===== config.mk =====
export PLATFORM = sky130hd
export DESIGN_NAME = cmx_clock_ctrl
export DESIGN_NICKNAME = d
export VERILOG_FILES = /design/src/cmx_settle_timer.v /design/src/cmx_clock_ctrl.v
export VERILOG_INCLUDE_DIRS = /design/src /design/src/common
export SDC_FILE = /design/constraint.sdc
export NUM_CORES = 1
export LEC_CHECK = 0
export ABC_AREA = 1
export BUFFER_PORTS_ARGS = -buffer_cell sky130_fd_sc_hd__buf_2
export CORE_ASPECT_RATIO = 1.1
export CORE_MARGIN = 8
export CORE_UTILIZATION = 48
export DETAILED_ROUTE_END_ITERATION = 10
export GPL_TIMING_DRIVEN = 0
export PLACE_DENSITY = 0.85
export SLEW_MARGIN = 20
export SYNTH_ARGS = -nofsm -noshare
export SYNTH_HDL_FRONTEND = slang
export SYNTH_HIERARCHICAL = 1
export SYNTH_SLANG_ARGS = --single-unit

===== constraint.sdc =====
create_clock -name CLK -period 1.44 [get_ports CLK]
set_clock_uncertainty 0.05 [all_clocks]
set_input_delay 0.144 -clock CLK [delete_from_list [all_inputs] [get_ports CLK]]
set_output_delay 0.144 -clock CLK [all_outputs]
set_load 0.01 [all_outputs]

===== src/common/cmx_regs.vh =====
/*
 * constants for the clock multiplier control and system clock selector:
 * register offset, field positions, reset value, codes and timing counts.
 * assumes it is included by bare name from the files that use it.
 */
`ifndef CMX_REGS_VH
`define CMX_REGS_VH

// special function register offset and reset value
`define CMX_MULCTL_ADDR 8'hbe
`define CMX_MULCTL_RESET 8'h00

// field positions inside the multiplier control register
`define CMX_MULTIPLIER_ENABLE_BIT 7
`define CMX_MULTIPLIER_INITIALIZE_BIT 6
`define CMX_MULTIPLIER_READY_FLAG_BIT 5
`define CMX_MULTIPLIER_INPUT_SELECT_HI 1
`define CMX_MULTIPLIER_INPUT_SELECT_LO 0

// multiplier input select codes
`define CMX_SEL_INT_HALF 2'h0
`define CMX_SEL_EXT 2'h1
`define CMX_SEL_EXT_HALF 2'h2

// system clock source codes
`define CMX_SRC_INT 2'h0
`define CMX_SRC_EXT 2'h1
`define CMX_SRC_MUL 2'h2

// external oscillator mode field (upper two bits of the three-bit mode)
`define CMX_XMODE_OFF 2'h0
`define CMX_XMODE_CMOS 2'h1
`define CMX_XMODE_RC_C 2'h2
`define CMX_XMODE_XTAL 2'h3

// multiplier gain, and ratio of multiplier output to its selected source
`define CMX_MUL_GAIN 3'h4
`define CMX_RATIO_X2 3'h2
`define CMX_RATIO_X4 3'h4

// cycles from initialize until the multiplier output counts as stable
`define CMX_LOCK_CYCLES 16

`endif


===== src/cmx_settle_timer.v =====
/*
 * settle timer: counts a fixed number of clocks after a start pulse and
 * then holds done high until aborted or restarted.
 * assumes start and abort come from logic on the same clock.
 */
`timescale 1ns/1ps

module cmx_settle_timer #(
	parameter CYCLES = 16,
	parameter WIDTH = 16
)
(
	// clock and reset
	input wire clk,
	input wire rst,
	// control
	input wire start,
	input wire abort,
	// status
	output reg done
);

	reg [WIDTH-1:0] cnt_q;
	reg busy_q;

	// restart wins over abort so a fresh initialize is never lost
	always @(posedge clk)
	begin
		if (rst)
		begin
			cnt_q <= {WIDTH{1'b0}};
			busy_q <= 1'b0;
			done <= 1'b0;
		end
		else if (start)
		begin
			cnt_q <= CYCLES[WIDTH-1:0] - 1'b1;
			busy_q <= 1'b1;
			done <= 1'b0;
		end
		else if (abort)
		begin
			cnt_q <= {WIDTH{1'b0}};
			busy_q <= 1'b0;
			done <= 1'b0;
		end
		else if (busy_q)
		begin
			if (cnt_q == {WIDTH{1'b0}})
			begin
				busy_q <= 1'b0;
				done <= 1'b1;
			end
			else
				cnt_q <= cnt_q - 1'b1;
		end
	end

endmodule // cmx_settle_timer


===== src/cmx_clock_ctrl.v =====
/*
 * clock multiplier control register and system clock source selector.
 * holds the multiplier control register on the special function register
 * port, sequences multiplier lock, derives the crystal valid flag and
 * steers the glitch-safe system clock mux select.
 * assumes the oscillators and the multiplier itself are analog blocks
 * outside, driven by the control outputs here; the other oscillator and
 * clock select registers live elsewhere on the same clock and reach this
 * block as plain inputs.
 */
// Functional notes
// - initialize write on enabled multiplier starts lock
// - ready flag read-only, one once stable
// - ready stays zero until lock completes
// - internal oscillator usable right after enable
// - hardware sets crystal valid once settled
// - rc and c modes need no settling
// - source code 01 selects external oscillator
// - external clock stays available for peripherals
// - switch sources only to enabled, settled ones
// - multiplier output four times selected input; MUL_RATIO gives times two for the halved input codes
`timescale 1ns/1ps
`include "cmx_regs.vh"

module cmx_clock_ctrl #(
	parameter LOCK_CYCLES = `CMX_LOCK_CYCLES,
	parameter LOCK_WIDTH = 16
)
(
	// clock and reset
	input wire CLK,
	input wire RST,
	// special function register port
	input wire [7:0] SFR_ADDR,
	input wire SFR_WR,
	input wire SFR_RD,
	input wire [7:0] SFR_WDATA,
	output reg [7:0] SFR_RDATA,
	// oscillator settings from neighbouring registers
	input wire INT_OSC_EN,
	input wire [2:0] EXT_OSC_MODE,
	input wire [1:0] SYSCLK_SOURCE_SELECT,
	// analog status pin from the crystal amplitude detector
	input wire EXT_OSC_SETTLED,
	// multiplier control to the analog multiplier
	output reg MUL_RUN,
	output reg MUL_LOCK_START,
	output reg MUL_SRC_EXT,
	output reg MUL_SRC_HALF,
	output reg [2:0] MUL_RATIO,
	// oscillator status
	output reg CRYSTAL_VALID_FLAG,
	output reg EXT_CLK_AVAIL,
	// system clock mux
	output reg [1:0] SYSCLK_SRC_ACTIVE,
	output reg SYSCLK_SWITCH_PEND
);

	// two-stage capture of the asynchronous settle pin
	reg settled_meta_q;
	reg settled_q;

	// multiplier control register fields
	reg mul_en_q;
	reg mul_init_q;
	reg [1:0] mul_sel_q;

	wire lock_done;
	wire ctl_wr;
	wire ctl_rd;
	wire init_start;
	wire lock_abort;
	wire mul_ready;
	wire ext_on;
	wire [1:0] xmode;
	reg xtal_valid_d;
	reg src_ok;

	// register reset image, so each field takes its own bits from it
	localparam [7:0] ctl_rst = `CMX_MULCTL_RESET;

	// gain seen from the selected source: halved inputs give times two
	function [2:0] ratio_of;
		input [1:0] sel;
		begin
			if (sel == `CMX_SEL_EXT)
				ratio_of = `CMX_MUL_GAIN;
			else
				ratio_of = `CMX_MUL_GAIN >> 1;
		end
	endfunction

	assign ctl_wr = SFR_WR && (SFR_ADDR == `CMX_MULCTL_ADDR);
	assign ctl_rd = SFR_RD && (SFR_ADDR == `CMX_MULCTL_ADDR);

	// lock starts only when the multiplier was already enabled before this
	// write; a write setting enable and initialize together only sets enable
	assign init_start = ctl_wr && mul_en_q &&
		SFR_WDATA[`CMX_MULTIPLIER_ENABLE_BIT] && SFR_WDATA[`CMX_MULTIPLIER_INITIALIZE_BIT];

	// disabling or changing the input source throws away a finished lock
	assign lock_abort = ctl_wr && (!SFR_WDATA[`CMX_MULTIPLIER_ENABLE_BIT] ||
		(SFR_WDATA[`CMX_MULTIPLIER_INPUT_SELECT_HI:`CMX_MULTIPLIER_INPUT_SELECT_LO] != mul_sel_q));

	// ready needs both the enable and a completed lock count
	assign mul_ready = mul_en_q && lock_done;

	assign xmode = EXT_OSC_MODE[2:1];
	assign ext_on = (xmode != `CMX_XMODE_OFF);

	// lock timer: the multiplier counts as stable after a fixed delay
	cmx_settle_timer #(
		.CYCLES(LOCK_CYCLES),
		.WIDTH(LOCK_WIDTH)
	) u_lock (
		.clk(CLK),
		.rst(RST),
		.start(init_start),
		.abort(lock_abort),
		.done(lock_done)
	);

	// settle pin synchroniser; only the second stage is looked at
	always @(posedge CLK)
	begin
		if (RST)
		begin
			settled_meta_q <= 1'b0;
			settled_q <= 1'b0;
		end
		else
		begin
			settled_meta_q <= EXT_OSC_SETTLED;
			settled_q <= settled_meta_q;
		end
	end

	// control register writes; the ready bit has no storage here
	always @(posedge CLK)
	begin
		if (RST)
		begin
			mul_en_q <= ctl_rst[`CMX_MULTIPLIER_ENABLE_BIT];
			mul_init_q <= ctl_rst[`CMX_MULTIPLIER_INITIALIZE_BIT];
			mul_sel_q <= ctl_rst[`CMX_MULTIPLIER_INPUT_SELECT_HI:`CMX_MULTIPLIER_INPUT_SELECT_LO];
		end
		else if (ctl_wr)
		begin
			mul_en_q <= SFR_WDATA[`CMX_MULTIPLIER_ENABLE_BIT];
			// initialize only sticks on an already running multiplier
			mul_init_q <= init_start;
			mul_sel_q <= SFR_WDATA[`CMX_MULTIPLIER_INPUT_SELECT_HI:`CMX_MULTIPLIER_INPUT_SELECT_LO];
		end
	end

	// read mux; unused bits 4..2 read as zero, ready is live status
	always @(posedge CLK)
	begin
		if (RST)
			SFR_RDATA <= 8'h00;
		else if (ctl_rd)
		begin
			SFR_RDATA <= 8'h00;
			SFR_RDATA[`CMX_MULTIPLIER_ENABLE_BIT] <= mul_en_q;
			SFR_RDATA[`CMX_MULTIPLIER_INITIALIZE_BIT] <= mul_init_q;
			SFR_RDATA[`CMX_MULTIPLIER_READY_FLAG_BIT] <= mul_ready;
			SFR_RDATA[`CMX_MULTIPLIER_INPUT_SELECT_HI:`CMX_MULTIPLIER_INPUT_SELECT_LO] <= mul_sel_q;
		end
		else
			SFR_RDATA <= 8'h00;
	end

	// multiplier drive; code 11 is reserved and treated like code 00
	always @(posedge CLK)
	begin
		if (RST)
		begin
			MUL_RUN <= 1'b0;
			MUL_LOCK_START <= 1'b0;
			MUL_SRC_EXT <= 1'b0;
			MUL_SRC_HALF <= 1'b1;
			MUL_RATIO <= `CMX_RATIO_X2;
		end
		else
		begin
			MUL_RUN <= mul_en_q;
			MUL_LOCK_START <= init_start;
			MUL_SRC_EXT <= (mul_sel_q == `CMX_SEL_EXT) ||
				(mul_sel_q == `CMX_SEL_EXT_HALF);
			MUL_SRC_HALF <= (mul_sel_q != `CMX_SEL_EXT);
			MUL_RATIO <= ratio_of(mul_sel_q);
		end
	end

	// crystal valid: crystal modes wait for the detector, rc and cmos are
	// ready at once; the detector may chatter at start-up, hence the wait
	// software is expected to insert before sampling
	always @*
	begin
		case (xmode)
			`CMX_XMODE_OFF:
				xtal_valid_d = 1'b0;
			`CMX_XMODE_XTAL:
				xtal_valid_d = settled_q;
			`CMX_XMODE_RC_C:
				xtal_valid_d = 1'b1;
			`CMX_XMODE_CMOS:
				xtal_valid_d = 1'b1;
			default:
				xtal_valid_d = 1'b0;
		endcase
	end

	always @(posedge CLK)
	begin
		if (RST)
		begin
			CRYSTAL_VALID_FLAG <= 1'b0;
			EXT_CLK_AVAIL <= 1'b0;
		end
		else
		begin
			CRYSTAL_VALID_FLAG <= xtal_valid_d;
			// peripherals keep the external clock whatever runs the core
			EXT_CLK_AVAIL <= ext_on && xtal_valid_d;
		end
	end

	// is the requested system clock source enabled and settled
	always @*
	begin
		case (SYSCLK_SOURCE_SELECT)
			`CMX_SRC_INT:
				src_ok = INT_OSC_EN;
			`CMX_SRC_EXT:
				src_ok = ext_on && xtal_valid_d;
			`CMX_SRC_MUL:
				src_ok = mul_ready;
			default:
				src_ok = 1'b0;
		endcase
	end

	// on-the-fly switch: the mux only moves to a source that is ready,
	// otherwise it stays on the old one, even when that source has since been disabled or lost its lock
	always @(posedge CLK)
	begin
		if (RST)
		begin
			SYSCLK_SRC_ACTIVE <= `CMX_SRC_INT;
			SYSCLK_SWITCH_PEND <= 1'b0;
		end
		else
		begin
			if (src_ok)
				SYSCLK_SRC_ACTIVE <= SYSCLK_SOURCE_SELECT;
			SYSCLK_SWITCH_PEND <= !src_ok &&
				(SYSCLK_SOURCE_SELECT != SYSCLK_SRC_ACTIVE);
		end
	end

endmodule // cmx_clock_ctrl


# ---- Yosys cells after proc, flatten, opt, wreduce, memory -nomap -nowiden
# Cells that the tools add are included.
dict set report word_totals {
  ff_bits 44
  in_bits 27
  out_inout_bits 20
  word_cells 70
}
dict set report op_classes {
  n_addsub 1
  n_eq_ne 12
  muxes 11
  bitwise 2
  reduce_logical 24
}
# cell count
set ops {}
lappend ops {{logical NOT 16 bit} 1}
lappend ops {{2-to-1 mux 4 bit} 4}
lappend ops {{subtractor 16 x 1 -> 16 bit (second input constant)} 1}
lappend ops {{logical AND 1 bit} 9}
lappend ops {{equality test 2 bit (second input constant)} 4}
lappend ops {{equality test 8 bit (second input constant)} 1}
lappend ops {{equality test 2 x 1 -> 1 bit (second input constant)} 3}
lappend ops {{one-hot mux 1 bit (3 select lines)} 2}
lappend ops {{AND reduction 2 bit} 3}
lappend ops {{logical NOT 2 bit} 2}
lappend ops {{2-to-1 mux 1 bit} 4}
lappend ops {{inequality test 2 bit} 2}
lappend ops {{OR reduction 2 bit} 2}
lappend ops {{2-to-1 mux 3 bit} 1}
lappend ops {{inequality test 3 bit (second input constant)} 1}
lappend ops {{nonzero test 3 bit} 1}
lappend ops {{OR reduction 3 bit} 1}
lappend ops {{logical NOT 1 bit} 2}
lappend ops {{logical OR 1 bit} 2}
lappend ops {{inequality test 2 x 1 -> 1 bit (second input constant)} 1}
lappend ops {{inverter 1 bit} 2}
lappend ops {{nonzero test 2 bit} 1}

# ---- Logic depth before layout (Yosys ltp)
# Gate-level depths: netlist of run 1.
dict set report logic_depth {
  word_depth 7
  ltp_mapped 10
  ltp_nobuf 10
}

# ---- By module
# The synthesis of run 1 kept the hierarchy.
# mod n_inst cells_each area_each_um2 seq_area_each_um2
set modules_own_cells {}
lappend modules_own_cells {cmx_settle_timer 1 181 1117.3 360.3}
lappend modules_own_cells {cmx_clock_ctrl 1 109 898.4 420.4}

# ---- Worst setup path after synthesis of run 1
# Ideal clock, no wire load.
dict set report synth_path {
  kind {reg-to-reg}
  startpoint {reg mul_sel_q[0]}
  endpoint {reg u_lock.cnt_q[11]}
  setup_ns 0.072
  arrival_ns 1.446
  required_ns 1.318
  path_slack_ns -0.128
  path_stages_with_launch 8
  path_buffers 0
  synth_period_minus_slack_ns 1.568
  cell_sequence {dfxtp_1 > xnor2_1 > a31oi_1 > nor2_4 > inv_1 > nor2_1 > clkinv_1 > a21oi_1}
}
dict set report synth_via {
  elab_chain_len 4
}
# element line
set synth_rtl {}
lappend synth_rtl {{from (decl)} cmx_clock_ctrl.v:66} ;# reg [1:0] mul_sel_q;
lappend synth_rtl {{from (signal assigned)} cmx_clock_ctrl.v:145} ;# mul_sel_q <= ctl_rst[`CMX_MULTIPLIER_INPUT_SELECT_HI:`CMX_MULTIPLIER_INPUT_SELECT_LO];
lappend synth_rtl {{from (signal assigned)} cmx_clock_ctrl.v:152} ;# mul_sel_q <= SFR_WDATA[`CMX_MULTIPLIER_INPUT_SELECT_HI:`CMX_MULTIPLIER_INPUT_SELECT_LO];
lappend synth_rtl {{inequality test 2 bit} cmx_clock_ctrl.v:103} ;# (SFR_WDATA[`CMX_MULTIPLIER_INPUT_SELECT_HI:`CMX_MULTIPLIER_INPUT_SELECT_LO] != mul_sel_q));
lappend synth_rtl {{logical OR 1 bit} cmx_clock_ctrl.v:102} ;# assign lock_abort = ctl_wr && (!SFR_WDATA[`CMX_MULTIPLIER_ENABLE_BIT] ||
lappend synth_rtl {{logical AND 1 bit} cmx_clock_ctrl.v:102}
lappend synth_rtl {{via lock_abort} cmx_clock_ctrl.v:72} ;# wire lock_abort;
lappend synth_rtl {{OR reduction 3 bit (no source line)} n/a}
lappend synth_rtl {{to (signal assigned)} cmx_settle_timer.v:37} ;# cnt_q <= CYCLES[WIDTH-1:0] - 1'b1;
lappend synth_rtl {{to (signal assigned)} cmx_settle_timer.v:43} ;# cnt_q <= {WIDTH{1'b0}};
lappend synth_rtl {{to (signal assigned)} cmx_settle_timer.v:55} ;# cnt_q <= cnt_q - 1'b1;
lappend synth_rtl {{to (decl)} cmx_settle_timer.v:23} ;# reg [WIDTH-1:0] cnt_q;
# The timed path passes the listed nets, and every way through them passes these cells.
# A chain may end at the register's enable or synchronous reset.

# ---- Worst setup path in the final report of run 1
dict set report layout_path {
  startpoint {reg mul_sel_q[1]}
  endpoint {reg u_lock.cnt_q[9]}
}
# Same word-level chain as after synthesis.

==> results of run 1 <==
==> final timing paths <==
kind / end / start
min: settled_meta_q / EXT_OSC_SETTLED
min reg2reg: settled_q / settled_meta_q
max: u_lock/cnt_q[9] / mul_sel_q[1]
max reg2reg: u_lock/cnt_q[9] / mul_sel_q[1]
==> metrics by stage <==
stage | setup slack (ns) | power [W] | util (%) | cells
6_report | -0.0100 | 0.00198 | 66.1 | 407
5_1_grt | -0.0875 | 0.00206 | 66.1 | 407
4_1_cts | 0.00363 | 0.00198 | 61.9 | 396
3_5_place_dp | -0.300 | 0.00125 | 57.1 | 382
3_3_place_gp | -0.251 | 0.00124 | 57.1 | 382
2_1_floorplan | 0.0197 | 0.00119 | - | 293
==> kinds of logic after synthesis <==
group / synth area share, %
compound gates: 6.83
xor+xnor: 3.48
fa+ha+maj: 3.10
buf+inv: 10.8
flops: 38.7
other cells: 0.186
simple gates: 36.9
==> layout make-up <==
| type | instances | share of cell area (%) |
|---|---|---|
| multi-input combinational | 206 | 43.5 |
| clock buffer | 5 | 2.61 |
| sequential | 39 | 29.7 |
| clock inverter | 3 | 0.758 |
| timing repair inverter | 1 | 0.189 |
| buffer | 7 | 2.42 |
| timing repair buffer | 53 | 12.2 |
| inverter | 41 | 6.11 |
| tap | 52 | 2.46 |
==> cell usage in the layout (no fill, tap or decap), drive strengths merged <==
cell type and n:
a21oi 17, a31oi 1, and2 1, buf 59
clkbuf 6, clkinv 3, clkinvlp 2, conb 4
dfxtp 39, ha 5, inv 40, nand2 77
nand3 22, nand4 5, nor2 55, nor3 3
o21a 1, o21ai 7, xnor2 4, xor2 4
==> what timing repair did <==
action / CTS / global route
setup buffers: 5 / 10
cloned: 1 / 1
pin swaps: 8 / 11
setup endpoints to repair: 18 / 18
resized for setup: 15 / 22
==> metal layers <==
layer	part of all wire [%]	routed length [um]	vias up	track usage, %
li1	-	-	1024	-
met1	41	2050	902	14.6
met2	51	2560	55	26.8
met3	6.0	300	9	4.53
met4	1.7	85	0	5.84
met5	0	0	-	0
==> state kept, by name, indices dropped and copies added (netlist names) <==
name	cells
u_lock/cnt_q	16
SFR_RDATA	5
MUL_RATIO	2
SYSCLK_SRC_ACTIVE	2
mul_sel_q	2
CRYSTAL_VALID_FLAG	1
EXT_CLK_AVAIL	1
MUL_LOCK_START	1
MUL_RUN	1
MUL_SRC_EXT	1
SYSCLK_SWITCH_PEND	1
mul_en_q	1
mul_init_q	1
settled_meta_q	1
settled_q	1
u_lock/busy_q	1
u_lock/done	1
==> critical path, cell delays in order (launching register included) <==
cell     delay [ns]
dfxtp_2        0.34
xnor2_2        0.21
a31oi_4        0.14
nor2_4         0.11
inv_2          0.05
nor2_4         0.21
buf_4          0.16
nand2_1        0.04
nor2_1         0.07
==> power breakdown <==
part / internal, W / switching [W] / total, W
logic: 0.0000626 / 0.0000845 / 0.000147
clock network: 0.000337 / 0.000410 / 0.000747
registers: 0.00109 / 0.00000300 / 0.00109
total: 0.00149 / 0.000497 / 0.00198
==> results.cfg, run 1 <==
[detailed_routing]
via_per_inst = 4.89
wirelength_mm = 4.99
dr_total_vias = 1990
post-route-drc-count = 0
routedWlPerCell_um = 12.3
first_iter_violations = 110
drt_first_pass_iters = 4
drt.antenna.violating_nets = 0

[grt]
grt_first_pass_wirelength_mm = 8.00
grt_pass1_vias = 1894
grt_antenna_before_repair = 0
grt-ovfl-total = 0
grt.total_usage_pct = 14.5
grt_max_degree = 14

[finish]
seq_area_um2 = 786
num-nets-final = 386
area_delta_synth_final_pct = 31.0
n_fill_cell = 309
multi_input_area_mm2 = 0.00115
stdcell_area_mm2 = 0.00264
diodes = 0
drive_above_1_share_pct = 32.7

[critical_path]
regToRegSetupSlack_ns = -0.01
worstSetupPathType = flip-flop to flip-flop
path_max_fanout = 6
start_kind = flip-flop
cp_data_arrival_time_ns = 1.63
endpoint_kind = flip-flop
ff2ff_path_depth = 8
crit_required_ns = 1.62

[sta]
hold_slack_ns = 0.000632
hold_viol = 0
clock.fmax_ghz = 0.690
finalSetupTns_ns = -0.0265
finalCriticalPeriod_ns = 1.45
fin_crit_sh_pct = 101
slew_violations = 0
rsz0062_at_grt = true
worst_slack_ns = -0.0100
setup_violations = 4

[die]
dieHeight_um = 84.0
floorplan.rows = 24
initial_core_util_pct = 50.5
io_pins = 47
core-area_mm2 = 0.00399
dieWidth_um = 77.8
dieArea_mm2 = 0.00653

[synthesis]
ys.flop_type = dfxtp_1
syn_area_mm2 = 0.00202
synthCells = 290
yosysTopAreaCell = dfxtp_1
synth-edff-count = 0
ys_ff_latch = 39
synth-seq-area-share_pct = 38.7
ys_top_cells_by_area = dfxtp_1, nand2_1, nor2_1, inv_1, nand3_1
synthTopCellsByCount = nand2_1, nor2_1, dfxtp_1
yosysMostFrequentCell = nand2_1
avgSynthCellArea_um2 = 6.95
yosys_warnings = 6
ys_types = 28
ys_async_sr_fraction_pct = 0
synth_top_area_share_pct = 38.7

[pwr]
peakVddDrop_mv = 0.559
leakagePower_nw = 1.29
power_density_mw_per_mm2 = 751

[clock_network]
insertion_delay_ns = 0.30
holdBufCountCts = 0
clk_pin_slew_ns = 0.08
clock_sinks = 39
clk_path_buf_depth = 2
cts_root_buffer = clkbuf_8
cts_made_buffers = 5
cts_tree = done
cts_max_level = 2

[flow_run]
drv_cap = 0

[min_path]
hp-class = primary input to flip-flop
whs_path_depth = 3

[placed_design]
numPortBuffers = 37
placed_cell_area_mm2 = 0.00228
gp_congestion = 0.884
hpwl_mm = 3.42

[status]
status = complete, but fails checks
failed_checks = negative setup slack
Note: power is estimated with default switching activity, not from simulation.
==> run 2: changes to the inputs <==
--- a/config.mk
+++ b/config.mk
@@ -10,10 +10,11 @@
 export BUFFER_PORTS_ARGS = -buffer_cell sky130_fd_sc_hd__buf_2
 export CORE_ASPECT_RATIO = 1.1
 export CORE_MARGIN = 8
-export CORE_UTILIZATION = 48
+export CORE_UTILIZATION = 30
+export CTS_CLUSTER_DIAMETER = 120
 export DETAILED_ROUTE_END_ITERATION = 10
 export GPL_TIMING_DRIVEN = 0
-export PLACE_DENSITY = 0.85
+export PLACE_DENSITY = 0.61
 export SLEW_MARGIN = 20
 export SYNTH_ARGS = -nofsm -noshare
 export SYNTH_HDL_FRONTEND = slang
==> results.cfg, run 2 (synthesis gave the netlist of run 1 again) <==
[status]
status = completed

[critical_path]
worst_path_largest_cell_delay_ns = 0.35
worst-path-buf-inv = 2
cp_data_arrival_time_ns = 1.60
path_max_fanout = 7
start_kind = flip-flop
cp_top_family = simple AND/OR/NAND/NOR gates
critPathMostFrequentCell = nand2_8
endpoint_kind = flip-flop
path_cells = inv_4 > ha_4 > nand2_8 > nor2_4 > nand2_4 > nand2_8 > clkbuf_16 > nand2_1 > a21oi_1
crit_required_ns = 1.62
crit_slowest_cell = dfxtp_4
worstSetupPathType = flip-flop to flip-flop

[detailed_routing]
routedWlPerCell_um = 10.6
drt.antenna.violating_nets = 0
drt_first_pass_iters = 4
via_per_inst = 4.43
post-route-drc-count = 0
dr_total_vias = 1920
first_iter_violations = 58
wirelength_mm = 4.61

[die]
io_pins = 47
initial_core_util_pct = 30.8
core-area_mm2 = 0.00656
dieHeight_um = 102
dieArea_mm2 = 0.00960
dieWidth_um = 94.2
floorplan.rows = 31

[finish]
utilization_pct = 41.6
diodes = 0
area_delta_synth_final_pct = 35.1
largest_reg_flops = 16
n_fill_cell = 671
layout_common_cells = nand2_1, nor2_1, buf_2
reg_top3 = u_lock/cnt_q x16, SFR_RDATA x5
top_register = u_lock/cnt_q
stdcell_area_mm2 = 0.00272
num-nets-final = 382
layout_commonest_cell = nand2_1
drive_above_1_share_pct = 31.1

[sta]
finalCriticalPeriod_ns = 1.43
clock.fmax_ghz = 0.702
setup_violations = 0
fin_crit_sh_pct = 99.0
hold_viol = 0
rsz0062_at_grt = true
slew_violations = 0

[pwr]
power_density_mw_per_mm2 = 844
peakVddDrop_mv = 0.592
total_power_w = 0.00230
leakagePower_nw = 1.30

[placed_design]
placed_cell_area_mm2 = 0.00232
numPortBuffers = 37
hpwl_mm = 3.39
gp_congestion = 0.847

[clock_network]
cts_tree = done
cts_made_buffers = 5
clk_pin_slew_ns = 0.08
cts_max_level = 2
cts_root_buffer = clkbuf_8
clk_path_buf_depth = 2
clock_sinks = 39
insertion_delay_ns = 0.29

[flow_run]
drv_cap = 0

[grt]
grt_antenna_before_repair = 0
grt-ovfl-total = 0
grt_max_degree = 13
grt.total_usage_pct = 9.64
grt_pass1_vias = 1857
grt_first_pass_wirelength_mm = 7.61

[min_path]
hp-class = primary input to flip-flop
run 2: path summary, 6_finish.rpt:
check        depth (start not counted)  slack, ns         endpoint       startpoint
max reg2reg                          9       0.01  u_lock/cnt_q[5]  u_lock/cnt_q[0]
min                                  2       0.07  u_lock/cnt_q[2]              RST
max                                  9       0.01  u_lock/cnt_q[5]  u_lock/cnt_q[0]
min reg2reg                          2       0.35        settled_q   settled_meta_q
run 2: area by class of cell:
cell class | instances | area [um2] | area share (%)
Multi-Input combinational cell | 206 | 1160 | 42.6
Sequential cell | 39 | 788 | 28.9
Timing Repair Buffer | 49 | 308 | 11.3
Inverter | 41 | 164 | 6.02
Tap cell | 82 | 103 | 3.77
Clock buffer | 6 | 72.6 | 2.66
Buffer | 7 | 63.8 | 2.34
Clock inverter | 2 | 60.1 | 2.20
Timing Repair inverter | 1 | 5.00 | 0.184
run 2: worst reg2reg max path: cells and delay by family, from the launching register on:
family	cells	cell delay [ns]
fa+ha+maj	1	0.17
buf+inv	2	0.23
simple gates	5	0.45
flops	1	0.35
compound gates	1	0.11
run 2: report_power, final:
group	switching, W	internal [W]	total [W]
logic	0.0000778	0.0000597	0.000137
registers	0.00000297	0.00109	0.00109
clock network	0.000380	0.000693	0.00107
total	0.000461	0.00184	0.00230
run 2: repair_timing:
| item | CTS | global route |
|---|---|---|
| hold buffers | 1 | 0 |
| setup buffers | 5 | 5 |
| endpoints found under the hold margin | 1 | 0 |
| gates resized for setup | 13 | 27 |
| cloned | 1 | 1 |
| setup endpoints to repair | 18 | 15 |
| pin swaps | 6 | 16 |
run 2: metrics by stage:
stage / hold slack (ns) / setup TNS [ns] / setup WS, ns / cells
after floorplan: 0.156 / 0 / 0.0197 / 293
after global placement: 0.299 / -4.61 / -0.305 / 412
after detailed placement: 0.308 / -5.20 / -0.336 / 412
after CTS: 0.0694 / 0 / 0.00361 / 427
after global routing: 0.0771 / -0.670 / -0.0644 / 433
final: 0.0696 / 0 / 0.0149 / 433
run 2: metal layers:
metal | vias to the layer above | global-route usage, % | wire (um)
met5 | - | 0 | 0
li1 | 1013 | - | -
met3 | 4 | 3.82 | 255
met2 | 36 | 17.2 | 2280
met1 | 867 | 10.1 | 2040
met4 | 0 | 2.69 | 31
